[src/vdr_pkg.sv]
// ==========================================================
// shared constants for the video dram random-port controller
// ==========================================================
package vdr_pkg;

    // ==========================================================
    // widths
    // ==========================================================
    localparam int ADDR_W   = 8;    // multiplexed row/column address
    localparam int DATA_W   = 4;    // parallel data/mask pins
    localparam int TIMER_W  = 8;    // phase timer
    localparam int INIT_W   = 4;    // init step counters
    localparam int REFCNT_W = 12;   // refresh interval counter
    localparam int POWER_W  = 16;   // power-up wait counter

    // ==========================================================
    // clock and conversion of times to cycles
    // ==========================================================
    localparam int CLK_PERIOD_NS = 20;

    // least time: round up, never below one cycle
    function automatic int cyclesMin(input int ns);
        int c;
        c = (ns + CLK_PERIOD_NS - 1) / CLK_PERIOD_NS;
        return (c < 1) ? 1 : c;
    endfunction

    // longest time: round down, never below one cycle
    function automatic int cyclesMax(input int ns);
        int c;
        c = ns / CLK_PERIOD_NS;
        return (c < 1) ? 1 : c;
    endfunction

    // ==========================================================
    // power-up and refresh figures
    // ==========================================================
    localparam int POWERUP_WAIT_US  = 200;
    localparam int POWERUP_WAIT_CYC = cyclesMin(POWERUP_WAIT_US * 1000);
    localparam int INIT_CYCLES      = 8;
    localparam int REFRESH_ROWS     = 256;
    localparam int REFRESH_PERIOD_MS = 4;
    localparam int REFRESH_INTERVAL_NS = REFRESH_PERIOD_MS * 1000000 / REFRESH_ROWS;
    localparam int REFRESH_INTERVAL_CYC = cyclesMax(REFRESH_INTERVAL_NS);

    // ==========================================================
    // strobe timing, in ns
    // ==========================================================
    localparam int ROW_HOLD_NS        = 45;  // row address, mask data and mode hold after row fall
    localparam int OE_SWITCH_HOLD_NS  = 15;  // output_enable_switch_hold
    localparam int REFRESH_SETUP_NS   = 30;  // refresh_setup_interval
    localparam int RAS_LOW_NS         = 120; // least row strobe low time
    localparam int CAS_LOW_NS         = 80;  // column strobe low, covers access time
    localparam int CAS_PRE_NS         = 40;  // column strobe precharge
    localparam int RAS_PRE_NS         = 100; // row strobe precharge
    localparam int SAS_HIGH_NS        = 20;  // serial strobe pulse width

    localparam int ROW_HOLD_CYC  = cyclesMin((ROW_HOLD_NS > OE_SWITCH_HOLD_NS) ? ROW_HOLD_NS : OE_SWITCH_HOLD_NS);
    localparam int REF_SETUP_CYC = cyclesMin(REFRESH_SETUP_NS);
    localparam int RAS_LOW_CYC   = cyclesMin(RAS_LOW_NS);
    localparam int CAS_LOW_CYC   = cyclesMin(CAS_LOW_NS);
    localparam int CAS_PRE_CYC   = cyclesMin(CAS_PRE_NS);
    localparam int RAS_PRE_CYC   = cyclesMin(RAS_PRE_NS);
    localparam int SAS_HIGH_CYC  = cyclesMin(SAS_HIGH_NS);

    // ==========================================================
    // controller states
    // ==========================================================
    typedef enum logic [3:0] {
        stPowerUp,
        stIdle,
        stRowOpen,
        stColSetup,
        stColLow,
        stColEnd,
        stRasPre,
        stCbrSetup,
        stCbrLow,
        stSasHigh,
        stSasLow
    } vdr_state_type;

endpackage

[src/vdr_ctrl.sv]
`timescale 1ns/100ps
module vdr_ctrl
    import vdr_pkg::*;
#(
    parameter int POWERUP_CYCLES = POWERUP_WAIT_CYC
) (
    // clock and reset
    input  wire logic                        clk,
    input  wire logic                        rst,
    // user request port
    input  wire logic                        reqValid,
    output logic                             reqReady,
    input  wire logic                        reqWrite,
    input  wire logic                        reqMasked,
    input  wire logic                        reqTransfer,
    input  wire logic                        reqToArray,
    input  wire logic [vdr_pkg::ADDR_W-1:0]  reqRow,
    input  wire logic [vdr_pkg::ADDR_W-1:0]  reqCol,
    input  wire logic [vdr_pkg::DATA_W-1:0]  reqMask,
    input  wire logic [vdr_pkg::DATA_W-1:0]  reqWdata,
    // read answer and init status
    output logic                             rdValid,
    output logic [vdr_pkg::DATA_W-1:0]       rdData,
    output logic                             initDone,
    // memory pins
    output logic                             rowStrobeN,
    output logic                             colStrobeN,
    output logic [vdr_pkg::ADDR_W-1:0]       addrOut,
    output logic                             mask_write_enable_n,
    output logic                             transfer_output_enable_n,
    input  wire logic [vdr_pkg::DATA_W-1:0]  mask_data_io_in,
    output logic [vdr_pkg::DATA_W-1:0]       mask_data_io_out,
    output logic                             mask_data_io_oe,
    output logic                             serial_shift_strobe
);

    // ==========================================================
    // state
    // ==========================================================
    vdr_state_type        state_q;
    logic [TIMER_W-1:0]   timer_q;
    logic [POWER_W-1:0]   powerCnt_q;
    logic [INIT_W-1:0]    initCbr_q;
    logic [INIT_W-1:0]    initXfer_q;
    logic [INIT_W-1:0]    initSas_q;
    logic [ADDR_W-1:0]    curRow_q;
    logic [DATA_W-1:0]    curMask_q;
    logic                 curWrite_q;
    logic                 curMasked_q;
    logic                 curXfer_q;
    logic                 refreshPending;
    logic                 refreshAck;
    logic                 timerDone;
    logic                 initBusy;
    logic                 pageOk;
    logic                 idleOk;
    logic                 accept;

    assign timerDone = (timer_q == '0);
    assign initBusy  = (initCbr_q != '0) || (initXfer_q != '0) || (initSas_q != '0) || (state_q == stPowerUp);
    assign initDone  = !initBusy;

    // a new request may join the open row only if the row-fall choices still fit
    assign pageOk = (state_q == stColEnd) && timerDone && !refreshPending && !initBusy &&
                    !curXfer_q && !reqTransfer && (reqRow == curRow_q) &&
                    (reqMasked == curMasked_q) && (!reqMasked || reqMask == curMask_q);
    assign idleOk   = (state_q == stIdle) && !refreshPending && !initBusy;
    assign reqReady = idleOk || pageOk;
    assign accept   = reqValid && reqReady;
    assign refreshAck = (state_q == stCbrLow) && timerDone;

    // ==========================================================
    // refresh timing
    // ==========================================================
    vdr_refresh_timer uRefresh (
        .clk     (clk),
        .rst     (rst),
        .enable  (!initBusy),
        .ack     (refreshAck),
        .pending (refreshPending)
    );

    // ==========================================================
    // power-up wait, kept apart since its count is long
    // ==========================================================
    always_ff @(posedge clk or posedge rst) begin
        if (rst) begin
            powerCnt_q <= '0;
        end else if (state_q == stPowerUp) begin
            powerCnt_q <= powerCnt_q + POWER_W'(1);
        end
    end

    // ==========================================================
    // strobe sequencer: states, phase timer and pin drive
    // ==========================================================
    always_ff @(posedge clk or posedge rst) begin
        if (rst) begin
            state_q                  <= stPowerUp;
            timer_q                  <= '0;
            initCbr_q                <= INIT_W'(INIT_CYCLES);
            initXfer_q               <= INIT_W'(INIT_CYCLES);
            initSas_q                <= INIT_W'(INIT_CYCLES);
            curRow_q                 <= '0;
            curMask_q                <= '0;
            curWrite_q               <= 1'b0;
            curMasked_q              <= 1'b0;
            curXfer_q                <= 1'b0;
            rowStrobeN               <= 1'b1;
            colStrobeN               <= 1'b1;
            addrOut                  <= '0;
            mask_write_enable_n      <= 1'b1;
            transfer_output_enable_n <= 1'b1;
            mask_data_io_out         <= '0;
            mask_data_io_oe          <= 1'b0;
            serial_shift_strobe      <= 1'b0;
        end else begin
            if (!timerDone) begin
                timer_q <= timer_q - TIMER_W'(1);
            end
            case (state_q)
                stPowerUp: begin
                    if (powerCnt_q == POWER_W'(POWERUP_CYCLES - 1)) begin
                        state_q <= stIdle;
                    end
                end
                stIdle: begin
                    if (initCbr_q != '0 || (!initBusy && refreshPending)) begin
                        // column falls first so the device uses its own row counter;
                        // row-only and hidden refresh are not issued, column-first covers both
                        colStrobeN      <= 1'b0;
                        mask_data_io_oe <= 1'b0;
                        timer_q         <= TIMER_W'(REF_SETUP_CYC - 1);
                        state_q         <= stCbrSetup;
                    end else if (initXfer_q != '0) begin
                        // dummy read transfers of row zero during start-up
                        addrOut                  <= '0;
                        rowStrobeN               <= 1'b0;
                        transfer_output_enable_n <= 1'b0;
                        mask_write_enable_n      <= 1'b1;
                        curXfer_q                <= 1'b1;
                        curWrite_q               <= 1'b0;
                        curMasked_q              <= 1'b0;
                        curRow_q                 <= '0;
                        timer_q                  <= TIMER_W'(ROW_HOLD_CYC - 1);
                        state_q                  <= stRowOpen;
                    end else if (initSas_q != '0) begin
                        serial_shift_strobe <= 1'b1;
                        timer_q             <= TIMER_W'(SAS_HIGH_CYC - 1);
                        state_q             <= stSasHigh;
                    end else if (accept) begin
                        addrOut                  <= reqRow;
                        rowStrobeN               <= 1'b0;
                        transfer_output_enable_n <= !reqTransfer;
                        // low at row fall: masked write, or transfer into the array
                        mask_write_enable_n      <= reqTransfer ? !reqToArray
                                                                : !(reqWrite && reqMasked);
                        mask_data_io_out         <= reqMask;
                        mask_data_io_oe          <= reqWrite && reqMasked && !reqTransfer;
                        curRow_q                 <= reqRow;
                        curMask_q                <= reqMask;
                        curWrite_q               <= reqWrite && !reqTransfer;
                        curMasked_q              <= reqWrite && reqMasked && !reqTransfer;
                        curXfer_q                <= reqTransfer;
                        timer_q                  <= TIMER_W'(ROW_HOLD_CYC - 1);
                        state_q                  <= stRowOpen;
                    end
                end
                stRowOpen: begin
                    if (timerDone) begin
                        // hold interval over: switch pins to column phase
                        addrOut <= curXfer_q ? (initBusy ? '0 : reqCol) : reqCol;
                        if (curXfer_q) begin
                            mask_data_io_oe <= 1'b0;
                        end else if (curWrite_q) begin
                            mask_write_enable_n      <= 1'b0;
                            transfer_output_enable_n <= 1'b1;
                            mask_data_io_out         <= reqWdata;
                            mask_data_io_oe          <= 1'b1;
                        end else begin
                            mask_write_enable_n      <= 1'b1;
                            transfer_output_enable_n <= 1'b0;
                            mask_data_io_oe          <= 1'b0;
                        end
                        state_q <= stColSetup;
                    end
                end
                stColSetup: begin
                    colStrobeN <= 1'b0;
                    timer_q    <= TIMER_W'(CAS_LOW_CYC - 1);
                    state_q    <= stColLow;
                end
                stColLow: begin
                    if (timerDone) begin
                        // raising the transfer line here also starts a pending transfer
                        colStrobeN               <= 1'b1;
                        transfer_output_enable_n <= 1'b1;
                        mask_write_enable_n      <= 1'b1;
                        mask_data_io_oe          <= 1'b0;
                        timer_q                  <= TIMER_W'(CAS_PRE_CYC - 1);
                        state_q                  <= stColEnd;
                    end
                end
                stColEnd: begin
                    if (timerDone) begin
                        if (accept) begin
                            addrOut <= reqCol;
                            if (curWrite_q != reqWrite || !reqWrite) begin
                                curWrite_q <= reqWrite;
                            end
                            if (reqWrite) begin
                                mask_write_enable_n <= 1'b0;
                                mask_data_io_out    <= reqWdata;
                                mask_data_io_oe     <= 1'b1;
                            end else begin
                                transfer_output_enable_n <= 1'b0;
                            end
                            state_q <= stColSetup;
                        end else begin
                            rowStrobeN <= 1'b1;
                            if (curXfer_q && initXfer_q != '0) begin
                                initXfer_q <= initXfer_q - INIT_W'(1);
                            end
                            curXfer_q <= 1'b0;
                            timer_q   <= TIMER_W'(RAS_PRE_CYC - 1);
                            state_q   <= stRasPre;
                        end
                    end
                end
                stRasPre: begin
                    if (timerDone) begin
                        state_q <= stIdle;
                    end
                end
                stCbrSetup: begin
                    if (timerDone) begin
                        rowStrobeN <= 1'b0;
                        timer_q    <= TIMER_W'(RAS_LOW_CYC - 1);
                        state_q    <= stCbrLow;
                    end
                end
                stCbrLow: begin
                    if (timerDone) begin
                        rowStrobeN <= 1'b1;
                        colStrobeN <= 1'b1;
                        if (initCbr_q != '0) begin
                            initCbr_q <= initCbr_q - INIT_W'(1);
                        end
                        timer_q <= TIMER_W'(RAS_PRE_CYC - 1);
                        state_q <= stRasPre;
                    end
                end
                stSasHigh: begin
                    if (timerDone) begin
                        serial_shift_strobe <= 1'b0;
                        timer_q             <= TIMER_W'(SAS_HIGH_CYC - 1);
                        state_q             <= stSasLow;
                    end
                end
                stSasLow: begin
                    if (timerDone) begin
                        initSas_q <= initSas_q - INIT_W'(1);
                        state_q   <= stIdle;
                    end
                end
                default: begin
                    state_q <= stIdle;
                end
            endcase
        end
    end

    // ==========================================================
    // read capture at the end of the column low phase
    // ==========================================================
    always_ff @(posedge clk or posedge rst) begin
        if (rst) begin
            rdValid <= 1'b0;
            rdData  <= '0;
        end else begin
            rdValid <= 1'b0;
            if (state_q == stColLow && timerDone && !curWrite_q && !curXfer_q) begin
                rdValid <= 1'b1;
                rdData  <= mask_data_io_in;
            end
        end
    end

endmodule

[src/vdr_refresh_timer.sv]
`timescale 1ns/100ps
// ==========================================================
// refresh interval timer
// ==========================================================
module vdr_refresh_timer
    import vdr_pkg::*;
(
    // clock and reset
    input  wire logic clk,
    input  wire logic rst,
    // control
    input  wire logic enable,
    input  wire logic ack,
    output logic      pending
);

    logic [REFCNT_W-1:0] count_q;
    logic                pending_q;
    logic                tick;

    assign tick    = enable && (count_q == '0);
    assign pending = pending_q;

    // interval counter, held at its reload value while disabled and reloaded at each tick
    always_ff @(posedge clk or posedge rst) begin
        if (rst) begin
            count_q <= '0;
        end else if (!enable || tick) begin
            count_q <= REFCNT_W'(REFRESH_INTERVAL_CYC - 1);
        end else begin
            count_q <= count_q - REFCNT_W'(1);
        end
    end

    // a tick in the same cycle as the ack keeps the request alive
    always_ff @(posedge clk or posedge rst) begin
        if (rst) begin
            pending_q <= 1'b0;
        end else if (tick) begin
            pending_q <= 1'b1;
        end else if (ack) begin
            pending_q <= 1'b0;
        end
    end

endmodule

[config.mk]
export PLATFORM = sky130hd
export DESIGN_NAME = vdr_ctrl
export DESIGN_NICKNAME = d
export VERILOG_FILES = /design/src/vdr_pkg.sv /design/src/vdr_ctrl.sv /design/src/vdr_refresh_timer.sv
export SDC_FILE = /design/constraint.sdc
export NUM_CORES = 1
export LEC_CHECK = 0
export ABC_AREA = 1
export BUFFER_PORTS_ARGS = -buffer_cell sky130_fd_sc_hd__clkbuf_2
export CAP_MARGIN = 20
export CORE_UTILIZATION = 25
export CTS_CLUSTER_SIZE = 24
export DETAILED_ROUTE_END_ITERATION = 10
export SLEW_MARGIN = 20
export SYNTH_ARGS = -nofsm -noshare
export SYNTH_HDL_FRONTEND = slang
export SYNTH_SLANG_ARGS = --single-unit
[constraint.sdc]
create_clock -name clk -period 5.8 [get_ports clk]
set_clock_uncertainty 0.05 [all_clocks]
set_input_delay 0.58 -clock clk [delete_from_list [all_inputs] [get_ports clk]]
set_output_delay 0.58 -clock clk [all_outputs]
set_load 0.05 [all_outputs]
Yosys cells after proc, flatten, opt, wreduce, memory -nomap -nowiden
Cells that the tools add are included.

storage, ports and cells
  bits in registers = 91
  input bits = 35
  output and inout bits = 25
  word-level logic and storage cells = 262

cells by class
  add/sub/neg operators = 6
  eq/ne operators = 44
  muxes and demuxes = 115
  bitwise gates (word level) = 4
  reduce and logical (&&, ||, !) cells = 70

operator list
  kind                                                                      number
  8-bit 2-to-1 mux                                                          20
  4-bit 2-to-1 mux                                                          22
  1-bit 2-to-1 mux                                                          59
  8-bit one-hot mux with 7 select lines                                     1
  4-bit one-hot mux with 10 select lines                                    1
  2-bit inequality test (second input constant)                             17
  8-bit one-hot mux with 3 select lines                                     1
  1-bit logical AND                                                         21
  10-bit AND reduction                                                      2
  4-bit nonzero test                                                        5
  9-bit AND reduction                                                       2
  16-bit by 1-bit adder with 16-bit output (second input constant)          1
  16-bit by 14-bit == test with 1-bit output (second input constant)        1
  4-bit by 3-bit == test with 1-bit output (second input constant)          4
  1-bit one-hot mux with 4 select lines                                     4
  7-bit AND reduction                                                       2
  4-bit == test (second input constant)                                     3
  12-bit logical NOT                                                        1
  12-bit 2-to-1 mux                                                         1
  2-bit by 1-bit inequality test with 1-bit output (second input constant)  6
  3-bit by 2-bit inequality test with 1-bit output (second input constant)  4
  4-bit one-hot mux with 3 select lines                                     1
  12-bit by 1-bit subtractor with 12-bit output (second input constant)     1
  4-bit by 1-bit subtractor with 4-bit output (second input constant)       3
  other kinds (27)                                                          56

Longest topological paths before layout
Gate-level depths: netlist of run 1.

  depth after elaboration = 18
  depth in mapped cells = 15
  depth with buffers taken out = 15

By module
Synthesis of run 1 repeated with hierarchy kept, for this count alone.

unflattened totals
  cell total of the unflattened synthesis = 705
  area, all modules = 5,371.4 µm²

modules (own cells, without submodules)
  module             instances  cells an instance  area an instance (µm²)  seq. area each (µm²)
  vdr_ctrl           1          604                4,616.9                 1,960.6
  vdr_refresh_timer  1          101                754.5                   325.3

Worst setup path before layout of run 1
OpenSTA, ideal clock, no wires.

  path kind = reg-to-output
  start = register initXfer_q[0]
  end = output port reqReady
  arrival = 2,476 ps
  data required time = 5,170 ps
  slack = 2,694 ps
  cell stages (with the launch flop) = 8
  buffers on the path = 0
  cells stage by stage = dfrtp_1 -> inv_1 -> ha_1 -> nor3b_4 -> nand2_2 -> nor3_4 -> nand2_2 -> a21oi_1

between the ends
  word-level cells in the longest chain between the ends = 12
  elaborated cells on any way between the ends = 13
  those cells by class = 13 x reduce/logical

RTL lines
  element                            line             RTL
  start: declaration                 vdr_ctrl.sv:44   logic [INIT_W-1:0] initXfer_q;
  start signal: assignment           vdr_ctrl.sv:102  initXfer_q <= INIT_W'(INIT_CYCLES);
  start signal: assignment           vdr_ctrl.sv:222  initXfer_q <= initXfer_q - INIT_W'(1);
  4-bit nonzero test (*)             vdr_ctrl.sv:60   assign initBusy = (initCbr_q != '0) || (initXfer_q != '0) || (initSas_q != '0) || (state_q == stPowerUp);
  1-bit logical OR (*) (3 in a row)  vdr_ctrl.sv:60
  1-bit logical NOT (*)              -
  net initDone                       vdr_ctrl.sv:24   output logic initDone,
  1-bit logical AND (2 in a row)     vdr_ctrl.sv:64   assign pageOk = (state_q == stColEnd) && timerDone && !refreshPending && !initBusy &&
  1-bit logical AND (3 in a row)     vdr_ctrl.sv:65   !curXfer_q && !reqTransfer && (reqRow == curRow_q) &&
  1-bit logical AND                  vdr_ctrl.sv:66   (reqMasked == curMasked_q) && (!reqMasked || reqMask == curMask_q);
  1-bit logical OR (*)               vdr_ctrl.sv:68   assign reqReady = idleOk || pageOk;
  end: declaration                   vdr_ctrl.sv:12   output logic reqReady,

Mark *: on every way through the listed nets, which the timed path passes. The rest lies on a longest branch.

Worst setup path after layout of run 1
  start = register initXfer_q[0]
  end = output port reqReady

between the ends
  word-level cells in the longest chain between the ends = 12
  elaborated cells on any way between the ends = 13
  those cells by class = 13 x reduce/logical

RTL lines
  element                            line
  4-bit nonzero test (*)             vdr_ctrl.sv:60
  1-bit logical OR (*) (3 in a row)  vdr_ctrl.sv:60
  1-bit logical NOT (*)              vdr_ctrl.sv:64, vdr_ctrl.sv:67
  1-bit logical AND (2 in a row)     vdr_ctrl.sv:64
  1-bit logical AND (3 in a row)     vdr_ctrl.sv:65
  1-bit logical AND                  vdr_ctrl.sv:66
  1-bit logical OR (*)               vdr_ctrl.sv:68

Every way passes the cells marked *; elsewhere a longest branch is shown, timed or not.

==> flow_summary.yaml, run 1 <==
timing:
  final.setup.tns_ns: 0
  rsz0062_at_grt: "no"
  worst_slew_pin_slew_ns: 1.06
  post-route-period-util_pct: 57.2
  hold_violations: 0
  period_needed_ns: 3.32
  max_freq_mhz: 301
  finalMaxSlewViolations: 0
  slew_headroom_pct: 28.6
  worst_slack_ns: 2.48
  finalSetupViolations: 0
critical_path:
  reg2reg_from: "initXfer_q[0]$_DFFE_PP0P_"
  worstSetupPathType: "flop to output port"
  crit_start: "initXfer_q[0]$_DFFE_PP0P_"
  endpoint_kind: "output port"
  rr_worst_depth: 13
  start_kind: "flop"
  cp.arrival_ns: 2.69
  critPathMaxFanout: 17
  cp.required_ns: 5.17
yosys:
  syn_area_per_cell_um2: 7.71
  mappedNetlistArea_mm2: 0.00517
  postSynthNetCount: 719
  synth_cell_type_count: 41
  ys_seq_elements: 91
  ys_seq_area_share_pct: 44.2
  syn_inst: 671
  yosys_warnings: 0
routing:
  drt_iter0_markers: 262
  dr_total_vias: 4424
  ant_nets: 0
  drcViolationCount: 0
  wl_per_cell_um: 12.2
  vias_per_cell: 4.36
  drtPass1Iterations: 5
  wl_um: 12400
placed_design:
  place_congestion: 0.913
  dpl.hpwl_um: 9400
  dp_slack_ns: 2.81
  io_buffer_count: 59
clocking:
  path_clk_slew_ns: 0.07
  cts_buffers: 9
  tritoncts: "built"
  cts_resized: 0
  cts_root_buffer: "clkbuf_16"
  cts_max_level: 3
  insertion_delay_ns: 0.35
  clock_path_buffers: 2
  holdBufCountCts: 0
  post_cts_buffers: 0
  clock_sinks: 91
global_routing:
  grt_pass1_vias: 4179
  grt_pass1_wl_um: 20800
  overflow: 0
  grt_use_total_pct: 12.3
  grt_max_degree: 55
  antenna_found_initial: 0
final_layout:
  diodes: 0
  syn2layout_area_growth_pct: 18.1
  finish.utilization_pct: 30.2
  drive_above_1_share_pct: 14.7
  nets: 787
  fill_cells: 2171
die:
  die_h_um: 146
  io_pins: 60
  row_count: 52
  start_util_pct: 25.6
  die_area_mm2: 0.0213
  core_area_mm2: 0.0202
  die_width_um: 146
job:
  drv_cap: 0
power_and_ir_drop:
  p_leak_nw: 3.09
  powerDensity_mw_per_mm2: 537
  ir_drop_mv: 0.194
hold_path:
  hold_class: "primary input to asynchronous set/reset pin"
status:
  status: "complete, no violations"
layout make-up:
class / count / area (um^2) / area share (%)
clock buffers: 11 / 233 / 3.81
clock inverters: 5 / 80.1 / 1.31
inverters: 103 / 389 / 6.37
multi-input cells: 472 / 2470 / 40.4
flip-flops and latches: 91 / 2290 / 37.4
well taps: 270 / 338 / 5.53
repair buffers: 62 / 318 / 5.20
path summary, 6_finish.rpt:
path / endpoint / slack, ns
max: reqReady / 2.48
min: rdData[2]$_DFFE_PP0P_ / 0.26
max reg2reg: addrOut[4]$_DFFE_PP0P_ / 2.83
min reg2reg: uRefresh.count_q[0]$_DFF_PP0_ / 0.40
max in group asynchronous: initSas_q[3]$_DFFE_PP1P_ / 4.46
min in group clk: rdData[0]$_DFFE_PP0P_ / 0.38
metal layers:
layer	vias to the layer above	GRT usage, %	share of wire (%)
met5	-	0	0
met3	15	2.73	4.5
met4	0	4.32	1.6
li1	2277	-	-
met1	2025	17.5	50
met2	107	18.3	44
stage by stage:
step | power (mW) | hold slack, ns | std cells | area, um^2
2_1_floorplan | 2.26 | 0.376 | 671 | 5170
3_5_place_dp | 2.67 | 0.395 | 998 | 5800
5_1_grt | 3.56 | 0.343 | 1014 | 6110
6_report | 3.28 | 0.257 | 1014 | 6110
4_1_cts | 3.30 | 0.369 | 1014 | 6110
3_3_place_gp | 2.66 | 0.393 | 998 | 5800
layout by cell type, fill, tap and decap left out, types with 2 or more instances in the layout:
cell type	instances
clkbuf_2	59
o21bai_1	2
inv_2	2
bufinv_16	2
nand3_2	2
nand3_1	31
o22ai_1	9
nand2_4	2
clkinvlp_4	2
nor2_4	3
or2_2	4
clkbuf_1	2
nand2_2	4
inv_1	100
buf_4	3
nand4_1	11
o31ai_1	2
o21ai_0	34
xor2_1	24
or3_1	2
o21ai_1	17
a21oi_1	17
nor2_2	3
nand3_4	2
xnor2_1	11
ha_1	13
dfrtp_1	84
dfstp_2	7
nand2_1	166
clkbuf_16	9
nor3_1	17
nor2_1	77
nor4_1	7
cells by family after synthesis:
logic type / synth area share (%)
AO/OA/AOI/OAI: 9.28
XOR/XNOR: 5.92
adder cells (fa/ha/maj): 3.14
buffers and inverters: 8.12
flip-flops: 44.2
AND/OR/NAND/NOR: 29.4
worst max-delay path, cell delays in order, from the launching register on:
cell and delay [ns]:
dfrtp_1 0.40, inv_1 0.09, ha_1 0.14, nor3b_4 0.64
nand2_2 0.17, nor3_4 0.27, nand2_2 0.12, a21oi_1 0.19
clkbuf_2 0.32
registers in the layout, summed over array words and instances, names as in the netlist:
name,cells
addrOut,8
colStrobeN,1
curMask_q,4
curMasked_q,1
curRow_q,8
curWrite_q,1
curXfer_q,1
initCbr_q,4
initSas_q,4
initXfer_q,4
mask_data_io_oe,1
mask_data_io_out,4
mask_write_enable_n,1
powerCnt_q,16
rdData,4
rdValid,1
rowStrobeN,1
serial_shift_strobe,1
state_q,4
timer_q,8
transfer_output_enable_n,1
uRefresh.count_q,12
uRefresh.pending,1
power by group:
part           internal [mW]  switching (mW)  leakage [nW]
clock network          0.377           0.248         0.146
registers              0.820           0.135          1.15
logic                  0.493            1.21          1.80
total                   1.69            1.59          3.09
synthesized netlist by cell type (all sizes together):
cell type  instances  area share (%)
a211oi             1            0.15
a21oi             17             1.6
a22oi              1            0.15
a311oi             1            0.17
a31oi              1            0.12
and3               1            0.12
buf                2            0.44
clkbuf             3            0.22
dfrtp             84              41
dfstp              7             3.6
ha                13             3.1
inv              103             7.5
nand2            172              13
nand3             35             4.1
nand3b             1            0.15
nand4             12             1.6
nor2              83             6.6
nor3              18             2.0
nor3b              1            0.36
nor4               7            0.85
o211ai             1            0.15
o21a               1            0.15
o21ai             51             4.9
o21bai             2            0.29
o22ai              9             1.1
o311ai             1            0.17
o31ai              2            0.29
or2                4            0.48
or3                2            0.24
xnor2             11             1.9
xor2              24             4.1
Note: power is estimated with default switching activity, not from simulation.
==> run 2, diff against run 1 <==
==> constraint.sdc (replaced) <==
create_clock -name clk -period 3 [get_ports clk]
set_clock_uncertainty 0.05 [all_clocks]
set_input_delay 0.3 -clock clk [delete_from_list [all_inputs] [get_ports clk]]
set_output_delay 0.3 -clock clk [all_outputs]
set_load 0.05 [all_outputs]
==> flow_summary.yaml, run 2 (synthesis results as in run 1) <==
job:
  drv_cap: 0
timing:
  finalSetupViolations: 0
  max_freq_mhz: 369
  post-route-period-util_pct: 90.4
  slew_headroom_pct: 43.2
  period_needed_ns: 2.71
  worst_slack_ns: 0.289
  rsz0062_at_grt: "no"
  worst_slew_pin_slew_ns: 0.850
  final.setup.tns_ns: 0
  finalMaxSlewViolations: 0
  hold_violations: 0
critical_path:
  max_stage_delay_ns: 0.45
  endpoint_kind: "output port"
  path_common_cell: "nand2_1"
  crit_family: "simple AND/OR/NAND/NOR gates"
  critPathMaxFanout: 8
  regToRegEndpoint: "rowStrobeN$_DFFE_PP1P_"
  cp.required_ns: 2.65
  path_depth: 8
  cp_cell_sequence: "inv_2 -> nand2_1 -> nor2_4 -> nand2_1 -> nor2_1 -> nand3_1 -> a21oi_1 -> clkbuf_2"
  timing.critical_path.to: "reqReady"
  rr_worst_depth: 10
  critPathSlowestCell: "dfrtp_1"
  start_kind: "flop"
  r2r_setup_slack_ns: 0.49
  reg2reg_from: "initSas_q[0]$_DFFE_PP0P_"
  worstSetupPathType: "flop to output port"
  crit_start: "state_q[1]$_DFFE_PP0P_"
  crit_buf_inv: 2
  cp.arrival_ns: 2.36
placed_design:
  dp_slack_ns: 0.544
  dpl.hpwl_um: 9530
  io_buffer_count: 59
  placed_area_mm2: 0.00584
  placedCellCount: 1002
  place_congestion: 0.960
final_layout:
  reg_top3: "powerCnt_q (16), uRefresh.count_q (12)"
  diodes: 0
  largest_reg_flops: 16
  register_area_mm2: 0.00229
  final_common_cell: "nand2_1"
  fill_cells: 2123
  fin_area_mm2: 0.00617
  finish.utilization_pct: 30.5
  drive_above_1_share_pct: 15.4
  multi_input_area_mm2: 0.00247
  mostFrequentLayoutCells: "166 x nand2_1, 100 x inv_1, 84 x dfrtp_1"
  top_register: "powerCnt_q"
  instances_no_fill: 1018
  syn2layout_area_growth_pct: 19.3
  nets: 791
routing:
  wl_um: 12300
  drt_iter0_markers: 249
  wl_per_cell_um: 12.1
  vias_per_cell: 4.37
  dr_total_vias: 4449
  drtPass1Iterations: 5
  ant_nets: 0
  drcViolationCount: 0
clocking:
  cts_resized: 0
  path_clk_slew_ns: 0.07
  clock_path_buffers: 2
  tritoncts: "built"
  cts_max_level: 3
  post_cts_buffers: 0
  holdBufCountCts: 0
  cts_root_buffer: "clkbuf_16"
  cts_buffers: 9
  clock_sinks: 91
  insertion_delay_ns: 0.35
die:
  die_h_um: 146
  start_util_pct: 25.6
  die_area_mm2: 0.0213
  row_count: 52
  core_area_mm2: 0.0202
  io_pins: 60
  die_width_um: 146
power_and_ir_drop:
  p_leak_nw: 3.13
  power_switching_mw: 3.10
  internal_power_mw: 3.33
  power_frac_comb_pct: 51.9
  pwr-share-clk_pct: 19.6
  powerDensity_mw_per_mm2: 1040
  switching_share_pct: 48.2
  seq_power_share_pct: 28.5
  ir_drop_mv: 0.319
global_routing:
  grt_use_total_pct: 12.4
  grt_pass1_vias: 4233
  grt_pass1_wl_um: 20900
  grt_max_degree: 48
  overflow: 0
  antenna_found_initial: 0
status:
  status: "complete, no violations"
hold_path:
  hold_class: "primary input to asynchronous set/reset pin"
==> run 2: layout make-up <==
class                      count  area share [%]
sequential                    91            37.0
timing repair buffer          66            5.84
clock buffer                  10            3.87
tap                          270            5.47
clock inverter                 6            1.52
inverter                     103            6.28
multi-input combinational    472            40.0
==> run 2: power by group through the flow <==
stage	logic, mW	registers [mW]	clock network (mW)
after floorplan	2.14	2.22	0
after global placement	3.35	1.85	0
after detailed placement	3.34	1.85	0
after CTS	3.35	1.83	1.30
after global routing	3.75	1.88	1.35
final	3.34	1.83	1.26
==> run 2: how the worst min path moves through the flow <==
| stage | slack, ns | end | from | depth (start not counted) |
|---|---|---|---|---|
| after floorplan | 0.37 | rdData[0]$_DFFE_PP0P_ | mask_data_io_in[0] | 2 |
| after global placement | 0.39 | uRefresh.count_q[0]$_DFF_PP0_ | uRefresh.count_q[0]$_DFF_PP0_ | 1 |
| after detailed placement | 0.40 | uRefresh.count_q[0]$_DFF_PP0_ | uRefresh.count_q[0]$_DFF_PP0_ | 1 |
| after CTS | 0.06 | rdData[2]$_DFFE_PP0P_ | rst | 2 |
| after global routing | 0.11 | rdData[0]$_DFFE_PP0P_ | rst | 2 |
| final | 0.03 | rdData[2]$_DFFE_PP0P_ | rst | 2 |
==> run 2: through the flow <==
stage / hold slack, ns / power [mW]
2_1_floorplan: 0.367 / 4.36
3_3_place_gp: 0.393 / 5.20
3_5_place_dp: 0.401 / 5.19
4_1_cts: 0.0553 / 6.48
5_1_grt: 0.110 / 6.98
6_report: 0.0311 / 6.43
==> run 2: routing by layer <==
metal,wire [um],vias up,GRT usage [%]
met5,0,-,0
li1,-,2284,-
met1,5930,2008,16.2
met2,5460,127,19.3
met4,352,0,5.63
met3,600,30,2.88
